## src/ipw_consts.svh

```systemverilog
`ifndef IPW_CONSTS_SVH
`define IPW_CONSTS_SVH
`define IPW_A_TPFC 8'h88
`define IPW_A_EXFS 8'h91
`define IPW_A_WAKE 8'h9F
`define IPW_A_BPRI 8'hB8
`define IPW_A_GATEA 8'hC7
`define IPW_A_GATEB 8'hC9
`define IPW_A_EPRI 8'hF8
`define IPW_A_PROTA 8'hD0
`define IPW_RST_ZERO 8'h00
`define IPW_RST_WAKE 8'hFF
`define IPW_KEY1 8'hAA
`define IPW_KEY2 8'h55
`define IPW_CLOSE 8'h00
`define IPW_WIN_CYC 256
`define IPW_WIN_W 9
`define IPW_NSRC 15
`define IPW_SRC_W 4
`define IPW_NPIN 8
`endif

```

## src/ipw_pkg.sv

```systemverilog
package ipw_pkg;
  typedef enum logic [1:0] {IPW_K_IDLE, IPW_K_HALF, IPW_K_OPEN} ipw_key_t;
  typedef struct packed {
    logic [7:0] bpri;
    logic [7:0] epri;
    logic [7:0] wake;
    logic [7:0] prota;
    logic tr1;
    logic tr0;
    logic pf1;
    logic pf0;
    logic i2cf;
    ipw_key_t ka;
    ipw_key_t kb;
    logic [8:0] wcnt;
    logic [7:0] rdata;
    logic [7:0] pin_q;
    logic [7:0] pin_s1;
    logic [7:0] pin_s2;
    logic [7:0] line_s1;
    logic [7:0] line_s2;
    logic [7:0] wk_q;
    logic wake_req;
  } ipw_state_t;
endpackage

```

## src/ipw_top.sv

```systemverilog
`timescale 1ns/1ps
`include "ipw_consts.svh"
// Function
// base priority byte, one bit per source, bit7 unused, reset zero
// extended priority byte for lines 8,7,6, watchdog, 4,3,2, i2c master
// line flags in extended flag byte read-only, bit4 reads zero
// line flags mirror peripheral flags directly, no latching
// i2c master flag at bit0, set by hardware, cleared only by software zero
// software clears timer and watchdog flags in their own peripherals
// wake mask resets 0xFF, windowed-gate protected, bits enable wake sources
// enabled wake event requests oscillator restart and clock resume
// wake detection uses edges even for level interrupts
// wake independent of interrupt enables; no vector if disabled
// in stop only clockless or slow-clock sources may wake
// each pin routes to gpio group 0 or 1, rising/falling/both edges
// timer flags read-only, pin flags read/write, all cleared on vector entry; here ack clears only pf0 and pf1
// bits 6 and 4 are timer 1 and timer 0 run enables
// 0xAA then 0x55 to single-use gate grants one ticket; reads free
// one protected write consumes the ticket
// ticket never times out but any gate address access cancels it
// single-use gate read returns unlocked state in bit 0
// 0xAA then 0x55 to windowed gate opens a 256-clock window
// repeating unlock before expiry restarts the full window
// writing 0x00 to windowed gate closes it; read shows open in bit0
// software closes both gates before idle or stop
// priority bit one means high level, zero means low level
// high-level pending always first; natural order breaks ties
// protected write without ticket or window leaves register unchanged
module ipw_top #(
  parameter int NPIN = `IPW_NPIN
) (
  input wire logic clk_i,
  input wire logic arst_n_i,
  input wire logic [7:0] addr_i,
  input wire logic [7:0] wdata_i,
  input wire logic wr_i,
  input wire logic rd_i,
  output logic [7:0] rdata_o,
  input wire logic [7:0] line_flag_i,
  input wire logic i2c_master_set_i,
  input wire logic counter0_overflow_flag_i,
  input wire logic counter1_overflow_flag_i,
  input wire logic [NPIN-1:0] gpio_pin_i,
  input wire logic [NPIN-1:0] pin_function_cfg_i,
  input wire logic [NPIN-1:0] rise_en_i,
  input wire logic [NPIN-1:0] fall_en_i,
  input wire logic [14:0] irq_enable_i,
  input wire logic ack_i,
  input wire logic [3:0] ack_src_i,
  input wire logic stop_mode_i,
  output logic irq_valid_o,
  output logic [3:0] irq_src_o,
  output logic irq_high_o,
  output logic wake_o,
  output logic counter0_run_o,
  output logic counter1_run_o,
  output logic [7:0] prot_single_o,
  output logic one_shot_unlock_flag_o,
  output logic windowed_unlock_flag_o
);
  import ipw_pkg::*;
  ipw_state_t st_ff, nxt_st;
  logic [14:0] pend;
  logic [14:0] lvl;
  logic [1:0] grp_evt;
  logic [7:0] line_v;
  logic found;
  // ****************************************
  // source vector, natural order index 0..14
  // ****************************************
  // line_flag_i: bit0 unused,1 line2,2 line3,3 line4,4 watchdog,5 line6,6 line7,7 line8
  assign line_v = st_ff.line_s2;
  always_comb begin
    pend = {line_v[7], line_v[6], line_v[5], line_v[4], line_v[3], line_v[2], line_v[1],
      st_ff.i2cf, 1'b0, 1'b0, 1'b0, counter1_overflow_flag_i, st_ff.pf1,
      counter0_overflow_flag_i, st_ff.pf0} & irq_enable_i;
    // uart and timer2 flags live elsewhere; their level bits still exist
    lvl = {st_ff.epri[7:1], st_ff.epri[0], st_ff.bpri[6:0]};
  end
  // ****************************************
  // two-level arbitration
  // ****************************************
  always_comb begin
    found = 1'b0;
    irq_src_o = 4'h0;
    irq_high_o = 1'b0;
    for (int i = 0; i < `IPW_NSRC; i++) begin
      if (!found && pend[i] && lvl[i]) begin
        found = 1'b1;
        irq_src_o = i[3:0];
        irq_high_o = 1'b1;
      end
    end
    for (int i = 0; i < `IPW_NSRC; i++) begin
      if (!found && pend[i]) begin
        found = 1'b1;
        irq_src_o = i[3:0];
      end
    end
    irq_valid_o = found;
  end
  // ****************************************
  // gpio grouping and edges
  // ****************************************
  always_comb begin
    grp_evt = 2'h0;
    for (int p = 0; p < NPIN; p++) begin
      if ((rise_en_i[p] && st_ff.pin_s2[p] && !st_ff.pin_q[p]) ||
          (fall_en_i[p] && !st_ff.pin_s2[p] && st_ff.pin_q[p])) begin
        grp_evt[pin_function_cfg_i[p]] = 1'b1;
      end
    end
  end
  // single decode of the ticket-protected address, shared by the checks below
  function automatic logic is_prot_a(input logic [7:0] a);
    return a == `IPW_A_PROTA;
  endfunction
  // ****************************************
  // next state
  // ****************************************
  always_comb begin
    logic [7:0] wk;
    logic tb_open;
    wk = {line_v[7], line_v[6], line_v[5], line_v[3], line_v[2], line_v[1], 1'b0, 1'b0};
    tb_open = (st_ff.kb == IPW_K_OPEN);
    nxt_st = st_ff;
    nxt_st.pin_s1 = gpio_pin_i;
    nxt_st.pin_s2 = st_ff.pin_s1;
    nxt_st.pin_q = st_ff.pin_s2;
    nxt_st.line_s1 = line_flag_i;
    nxt_st.line_s2 = st_ff.line_s1;
    nxt_st.wk_q = wk;
    // wake edges are seen even with the interrupt disabled
    nxt_st.wake_req = stop_mode_i && (|(st_ff.wake & (({wk[7:2], 2'b00} & ~st_ff.wk_q)
      | {6'h00, grp_evt})));
    nxt_st.rdata = `IPW_RST_ZERO;
    if (tb_open) begin
      if (st_ff.wcnt == `IPW_WIN_W'(`IPW_WIN_CYC - 1)) begin
        nxt_st.kb = IPW_K_IDLE;
        nxt_st.wcnt = '0;
      end else begin
        nxt_st.wcnt = st_ff.wcnt + `IPW_WIN_W'(1);
      end
    end
    if (wr_i) begin
      unique case (addr_i)
        `IPW_A_BPRI: nxt_st.bpri = {1'b0, wdata_i[6:0]};
        `IPW_A_EPRI: nxt_st.epri = wdata_i;
        `IPW_A_EXFS: if (!wdata_i[0]) nxt_st.i2cf = 1'b0;
        `IPW_A_WAKE: if (tb_open) nxt_st.wake = wdata_i;
        `IPW_A_TPFC: begin
          nxt_st.tr1 = wdata_i[6];
          nxt_st.tr0 = wdata_i[4];
          nxt_st.pf1 = wdata_i[3];
          nxt_st.pf0 = wdata_i[1];
        end
        `IPW_A_GATEA: begin
          if (st_ff.ka == IPW_K_IDLE && wdata_i == `IPW_KEY1) nxt_st.ka = IPW_K_HALF;
          else if (st_ff.ka == IPW_K_HALF && wdata_i == `IPW_KEY2) nxt_st.ka = IPW_K_OPEN;
          else nxt_st.ka = IPW_K_IDLE;
        end
        `IPW_A_GATEB: begin
          if (wdata_i == `IPW_CLOSE) begin
            nxt_st.kb = IPW_K_IDLE;
            nxt_st.wcnt = '0;
          end else if (wdata_i == `IPW_KEY1) begin
            if (!tb_open) nxt_st.kb = IPW_K_HALF;
          end else if (wdata_i == `IPW_KEY2 && st_ff.kb == IPW_K_HALF) begin
            nxt_st.kb = IPW_K_OPEN;
            nxt_st.wcnt = '0;
          end else if (wdata_i == `IPW_KEY2 && tb_open) begin
            // restart must also beat the expiry of the last window cycle
            nxt_st.kb = IPW_K_OPEN;
            nxt_st.wcnt = '0;
          end else if (!tb_open) begin
            nxt_st.kb = IPW_K_IDLE;
          end
        end
        `IPW_A_PROTA: begin
          if (st_ff.ka == IPW_K_OPEN) begin
            nxt_st.prota = wdata_i;
            nxt_st.ka = IPW_K_IDLE;
          end
        end
        default: ;
      endcase
    end
    if (rd_i) begin
      unique case (addr_i)
        `IPW_A_BPRI: nxt_st.rdata = st_ff.bpri;
        `IPW_A_EPRI: nxt_st.rdata = st_ff.epri;
        `IPW_A_EXFS: nxt_st.rdata = {line_v[7:5], 1'b0, line_v[3:1], st_ff.i2cf};
        `IPW_A_WAKE: nxt_st.rdata = st_ff.wake;
        `IPW_A_TPFC: nxt_st.rdata = {counter1_overflow_flag_i, st_ff.tr1,
          counter0_overflow_flag_i, st_ff.tr0, st_ff.pf1, 1'b0, st_ff.pf0, 1'b0};
        `IPW_A_GATEA: begin
          nxt_st.rdata = {7'h00, st_ff.ka == IPW_K_OPEN};
          nxt_st.ka = IPW_K_IDLE;
        end
        `IPW_A_GATEB: nxt_st.rdata = {7'h00, tb_open};
        `IPW_A_PROTA: nxt_st.rdata = st_ff.prota;
        default: nxt_st.rdata = `IPW_RST_ZERO;
      endcase
    end
    if (ack_i && ack_src_i == 4'h0) nxt_st.pf0 = 1'b0;
    if (ack_i && ack_src_i == 4'h2) nxt_st.pf1 = 1'b0;
    // hardware set beats software clear
    if (grp_evt[0]) nxt_st.pf0 = 1'b1;
    if (grp_evt[1]) nxt_st.pf1 = 1'b1;
    if (i2c_master_set_i) nxt_st.i2cf = 1'b1;
  end
  always_ff @(posedge clk_i or negedge arst_n_i) begin
    if (!arst_n_i) begin
      st_ff <= '0;
      st_ff.wake <= `IPW_RST_WAKE;
    end else begin
      st_ff <= nxt_st;
    end
  end
  assign rdata_o = st_ff.rdata;
  assign wake_o = st_ff.wake_req;
  assign counter0_run_o = st_ff.tr0;
  assign counter1_run_o = st_ff.tr1;
  assign prot_single_o = st_ff.prota;
  assign one_shot_unlock_flag_o = (st_ff.ka == IPW_K_OPEN);
  assign windowed_unlock_flag_o = (st_ff.kb == IPW_K_OPEN);
endmodule // ipw_top

```

## config.mk

```make
export PLATFORM = sky130hd
export DESIGN_NAME = ipw_top
export DESIGN_NICKNAME = d
export VERILOG_FILES = /design/src/ipw_pkg.sv /design/src/ipw_top.sv
export VERILOG_INCLUDE_DIRS = /design/src
export SDC_FILE = /design/constraint.sdc
export NUM_CORES = 1
export LEC_CHECK = 0
export ABC_CLOCK_PERIOD_IN_PS = 1500
export BUFFER_PORTS_ARGS = -buffer_cell sky130_fd_sc_hd__buf_2
export CORE_MARGIN = 10
export CORE_UTILIZATION = 45
export CTS_CLUSTER_DIAMETER = 30
export CTS_CLUSTER_SIZE = 25
export DETAILED_ROUTE_END_ITERATION = 8
export PLACE_DENSITY = 0.71
export SKIP_CTS_REPAIR_TIMING = 1
export SLEW_MARGIN = 20
export SYNTH_ARGS = -nofsm -noshare
export SYNTH_HDL_FRONTEND = slang
export SYNTH_SLANG_ARGS = --single-unit
```

## constraint.sdc

```tcl
create_clock -name clk_i -period 1.5 [get_ports clk_i]
set_input_delay 0 -clock clk_i [delete_from_list [all_inputs] [get_ports clk_i]]
set_output_delay 0 -clock clk_i [all_outputs]
set_load 0.01 [all_outputs]
```

## After elaboration in Yosys (flattened, before gate mapping)

Index checks and enable logic that the tools add are counted.
W data, S select, Z words.

| cells by class | value |
|---|---|
| reduce and logical (&&, ||, !) cells | 162 |
| add/sub/neg operators | 1 |
| magnitude comparators | 16 |
| equality and inequality tests | 17 |
| multiplexer cells | 112 |
| bitwise logic cells | 12 |

Operators with widths:

| operator | number |
|---|---|
| $mux W4 | 28 |
| $logic_and A1 B1 Y1 | 91 |
| $eq A8 B8 Y1 const B | 9 |
| $pmux W8 S8 | 1 |
| $mux W1 | 46 |
| $logic_not A1 Y1 | 45 |
| $mux W11 | 4 |
| $mux W2 | 19 |
| $mux W9 | 3 |
| $and A8 B8 Y8 | 2 |
| $lt A1 B2 Y1 const B | 8 |
| $mux W16 | 1 |
| $and A15 B15 Y15 | 1 |
| $or A2 B2 Y2 | 7 |
| $reduce_bool A3 Y1 | 4 |
| $reduce_and A2 Y1 | 5 |
| $add A9 B1 Y9 const B | 1 |
| $eq A9 B8 Y1 const B | 1 |
| $reduce_and A3 Y1 | 3 |
| $demux W1 S1 | 8 |
| $eq A8 B7 Y1 const B | 1 |
| $ge A1 B1 Y1 const B | 8 |
| $logic_not A8 Y1 | 1 |
| $logic_or A1 B1 Y1 | 8 |
| 12 further kinds | 15 |

| word-level totals | value |
|---|---|
| output and inout bits | 27 |
| bits of input ports | 84 |
| bits in registers | 104 |
| word-level logic and storage cells | 340 |

## Longest topological paths before layout

| logic depth | value |
|---|---|
| depth after elaboration | 104 |
| gate-level depth with buffers | 6 |
| mapped depth without buffers | 6 |

## Worst setup path before layout

Ideal clock, no wire load.

| path | value |
|---|---|
| kind | reg2out |
| from | register st_ff[71] in the netlist's numbering |
| to | output irq_src_o[3] |
| buffers on the path | 0 |
| required time | 1500 ps |
| stages on the path, launching flop included | 6 |
| slack | -77 ps |
| arrival time | 1577 ps |
| cell sequence | dfrtp_1 > a222oi_1 > nand4_1 > o31ai_1 > nor3_1 > o21ai_0 |

| between the ends | value |
|---|---|
| cells in the longest elaborated chain, start to end | 104 |
| elaborated cells on any way between the ends | 130 |
| classes of those cells | 56 x mux; 1 x bitwise; 73 x reduce/logical |

RTL lines:

| item | RTL line | text |
|---|---|---|
| start: declaration | ipw_top.sv:62 | `ipw_state_t st_ff, nxt_st;` |
| start signal: assignment | ipw_top.sv:217 | `st_ff <= nxt_st;` |
| $and A15 B15 Y15 * | ipw_top.sv:76 | `counter0_overflow_flag_i, st_ff.pf0} & irq_enable_i;` |
| $logic_and A1 B1 Y1 | ipw_top.sv:88 | `if (!found && pend[i] && lvl[i]) begin` |
| $mux W1 | ipw_top.sv:88 |  |
| $logic_not A1 Y1 | ipw_top.sv:88 |  |
| $logic_and A1 B1 Y1 (2 in a row) | ipw_top.sv:88 |  |
| $mux W1 | ipw_top.sv:88 |  |
| $logic_not A1 Y1 | ipw_top.sv:88 |  |
| $logic_and A1 B1 Y1 (2 in a row) | ipw_top.sv:88 |  |
| (+86 left out) | -- |  |
| $logic_and A1 B1 Y1 | ipw_top.sv:95 | `if (!found && pend[i]) begin` |
| $mux W1 | ipw_top.sv:95 |  |
| $logic_not A1 Y1 | ipw_top.sv:95 |  |
| $logic_and A1 B1 Y1 | ipw_top.sv:95 |  |
| $mux W1 | ipw_top.sv:95 |  |
| $logic_not A1 Y1 | ipw_top.sv:95 |  |
| $logic_and A1 B1 Y1 | ipw_top.sv:95 |  |
| $mux W4 * | ipw_top.sv:95 |  |
| end: declaration | ipw_top.sv:52 | `output logic [3:0] irq_src_o,` |

Every way passes the cells marked *; elsewhere a longest branch is shown, timed or not.

## Worst setup path after layout

Same ends and word-level chain as after synthesis.

==> results by group <==
Outcome
  • Status: finished with violations
  • Failing checks: setup timing

Setup path
  • Worst Path Required: 1.50 ns
  • Reg2reg path depth: 5
  • Crit-path max cell delay: 0.39 ns
  • RR Endpoint: wake_o
  • CP Launch Point: st_ff[71]
  • Worst reg2reg path startpoint: nxt_st[42]
  • FF-to-FF setup slack: -0.04 ns
  • CP Class: register to primary output
  • WP data arrival: 2.03 ns
  • Crit. End Element: primary output
  • CP Depth: 6
  • Startpoint Class: register
  • CP Max Fanout: 3
  • Worst Setup EP: irq_src_o[3]
  • Slowest cell on the critical path: dfrtp_1
  • Buffers and inverters on the worst path: 1
  • CP top delay family: compound AO/OA/AOI/OAI gates
  • Critical path, cell by cell: a222oi_1, nand4_1, o31ai_1, nor3_1, o21ai_1, buf_2

Synth
  • Post-synthesis cell count: 424
  • EDFF count, synth: 0
  • Synth async-reset ratio: 100.0%
  • Synth Flop Type: dfrtp_1
  • Yosys reg bits: 102
  • Cell taking the most area after synthesis: dfrtp_1
  • Yosys Warn Count: 0
  • Synth top area share: 49.01%
  • Largest cells by area after synthesis: dfrtp_1 49%, mux2_2 7.3%, dfstp_2 4.4%
  • Register area share after synthesis: 53.39%
  • Synth Area per Inst: 11.32 µm²
  • Post-Synthesis Cell Area: 4800 µm²
  • Distinct cells, synth: 64
  • Syn_nets: 509

Drt
  • Vias post-DR: 4238
  • Final wirelength: 14320 µm
  • Post-DRT Antenna Nets: 0
  • Drt via density: 5.584
  • # DRC: 0
  • 1st-pass router iterations: 5
  • Detail-routed net length per standard cell: 18.86 µm
  • Initial DRC Count: 334

Placed design
  • DP HPWL: 11130 µm
  • Setup Slack @ Placement: -0.3886 ns
  • Number of port buffers: 106
  • RD Place Congestion: 0.9518
  • DP Area: 5902 µm²

Floorplanning
  • I/O pins: 111
  • Die width: 123.3 µm
  • Core ar.: 10370 µm²
  • Initial Util: 46.28%
  • Site Rows: 37
  • Die area: 15200 µm²
  • Height of the die: 123.3 µm

Cells and area
  • Fin nets: 703
  • Filler Cell Count: 857
  • Final Util: 63.08%
  • Area Overhead vs Synth: 36.29%
  • Ant diodes: 0
  • Leading cell type in the layout, fill and taps excluded: buf_2
  • Most frequent cells in the layout: 104 x buf_2, 90 x dfrtp_1, 71 x buf_4, 35 x nand2_1, 31 x mux2_2
  • Fin area: 6541 µm²
  • Layout cells sized above 1: 44.46%

STA
  • RSZ-0062 raised after global routing: yes
  • Min cycle time layout: 2.028 ns
  • Max-slew violations: 0
  • Fmax: 493.1 MHz
  • Final hold vios: 0
  • Worst-Margin Slew: 0.6800 ns
  • Count of final setup violators: 8
  • Worst setup margin: -0.5279 ns
  • Max-slew headroom: 54.29%
  • Post-route setup TNS: -2.770 ns
  • Setup Skew: 0.005813 ns
  • Final Cycle Share: 135.2%

CTS
  • Total CTS buffers: 9
  • Clock latency on the worst-skew pair: 0.37 ns
  • Clock Root Buffer: clkbuf_8
  • CTS tree: yes
  • Reg clk slew, reported paths: 0.10 ns
  • H-tree lvl count: 3
  • Clk sink count: 102
  • Clock buffer depth: 2

Power and ir drop
  • Cell Pwr Density: 809.0 nW/µm²
  • Leakage: 3.085 nW
  • Max VDD drop: 0.6912 mV

GRT
  • Grt total ovfl: 0
  • Pin count of the biggest net entering global routing: 37
  • GRT Total Usage: 18.21%
  • First-pass GRT wire length: 21780 µm
  • Vias in the first global route: 4292
  • Initial antenna violation count: 0

Job
  • Total of max-cap violations: 0

Hold path
  • Min-delay worst type: input pin to register
## area by class of cell
type	count	area (µm²)	share of cell area, %
sequential	102	2567	39.25
multi-input combinational	295	2216	33.88
timing repair buffer	203	1365	20.87
tap	136	170.2	2.601
clock buffer	10	137.6	2.104
clock inverter	6	57.56	0.8799
inverter	7	27.53	0.4208
## report_power, final
part | internal (mW) | switching, mW
registers | 2.83 | 0.0552
logic | 0.340 | 0.353
clock network | 0.693 | 1.02
## worst register-to-register path: stages (launching register included)
cell and delay, ns:
dfrtp_1 0.41, nand3b_1 0.12, a21oi_2 0.07, a2111o_1 0.43
nor4_4 0.23, o221ai_1 0.15
## per-stage QoR
stage / cells / power [mW] / hold slack [ns]
CTS: 728 / 5.247 / -0.4239
floorplan: 424 / 3.133 / -0.2956
global placement: 712 / 3.515 / -0.02787
global route: 759 / 5.513 / 0.006772
detailed placement: 712 / 3.532 / -0.01575
finish: 759 / 5.292 / 0.02220
## per-layer routing
layer,up-vias,track usage [%],routed length [µm]
met3,22,4.695,998
met5,-,0,0
met2,154,30.33,7166
met1,2086,22.69,5859
li1,1976,-,-
met4,0,5.750,291
## registers in the layout, summed over array words and instances, names as in the netlist
register / count
prot_single_o: 8
st_ff: 38
line_v: 7
counter0_run_o: 1
lvl: 15
nxt_st: 23
rdata_o: 8
counter1_run_o: 1
wake_o: 1
## worst min-delay path by stage
stage / start / endpoint / slack (ns) / cells after the start
after global routing: wdata_i[6] / counter1_run_o / 0.007 / 2
after global placement: arst_n_i / st_ff[62] / -0.03 / 1
after detailed placement: arst_n_i / st_ff[62] / -0.02 / 1
after CTS: arst_n_i / rdata_o[4] / -0.42 / 1
final: counter1_overflow_flag_i / rdata_o[7] / 0.02 / 3
after floorplan: arst_n_i / counter0_run_o / -0.30 / 0
## cell families after synthesis
| logic type | after synthesis | share of synthesized area, % |
|---|---|---|
| simple gates | 159 | 19.68 |
| xor+xnor | 7 | 1.277 |
| mux | 35 | 8.159 |
| buf+inv | 27 | 3.493 |
| fa+ha+maj | 1 | 0.2606 |
| flops | 102 | 53.39 |
| compound gates | 93 | 13.74 |
## cells in the mapped netlist, drive strengths merged, types with 2 or more instances
cell type and n:
dfrtp 94, nand2 39, mux2 33, nand3 26, a22oi 21, buf 20, nor2 18, o21ai 17
nand3b 16, a21oi 12, nand4 11, dfstp 8, nand2b 8, a31oi 7, and3 6, inv 6
nor3 6, nor4 6, xor2 6, a21boi 5, a222oi 5, and2 4, or3 4, a211oi 3
a21o 3, o22ai 3, a22o 2, a32oi 2, and4 2, mux2i 2, nand4b 2, nor2b 2
nor4bb 2, o221ai 2, o31ai 2, or4 2, or4b 2
(Power assumes the default switching activity.)
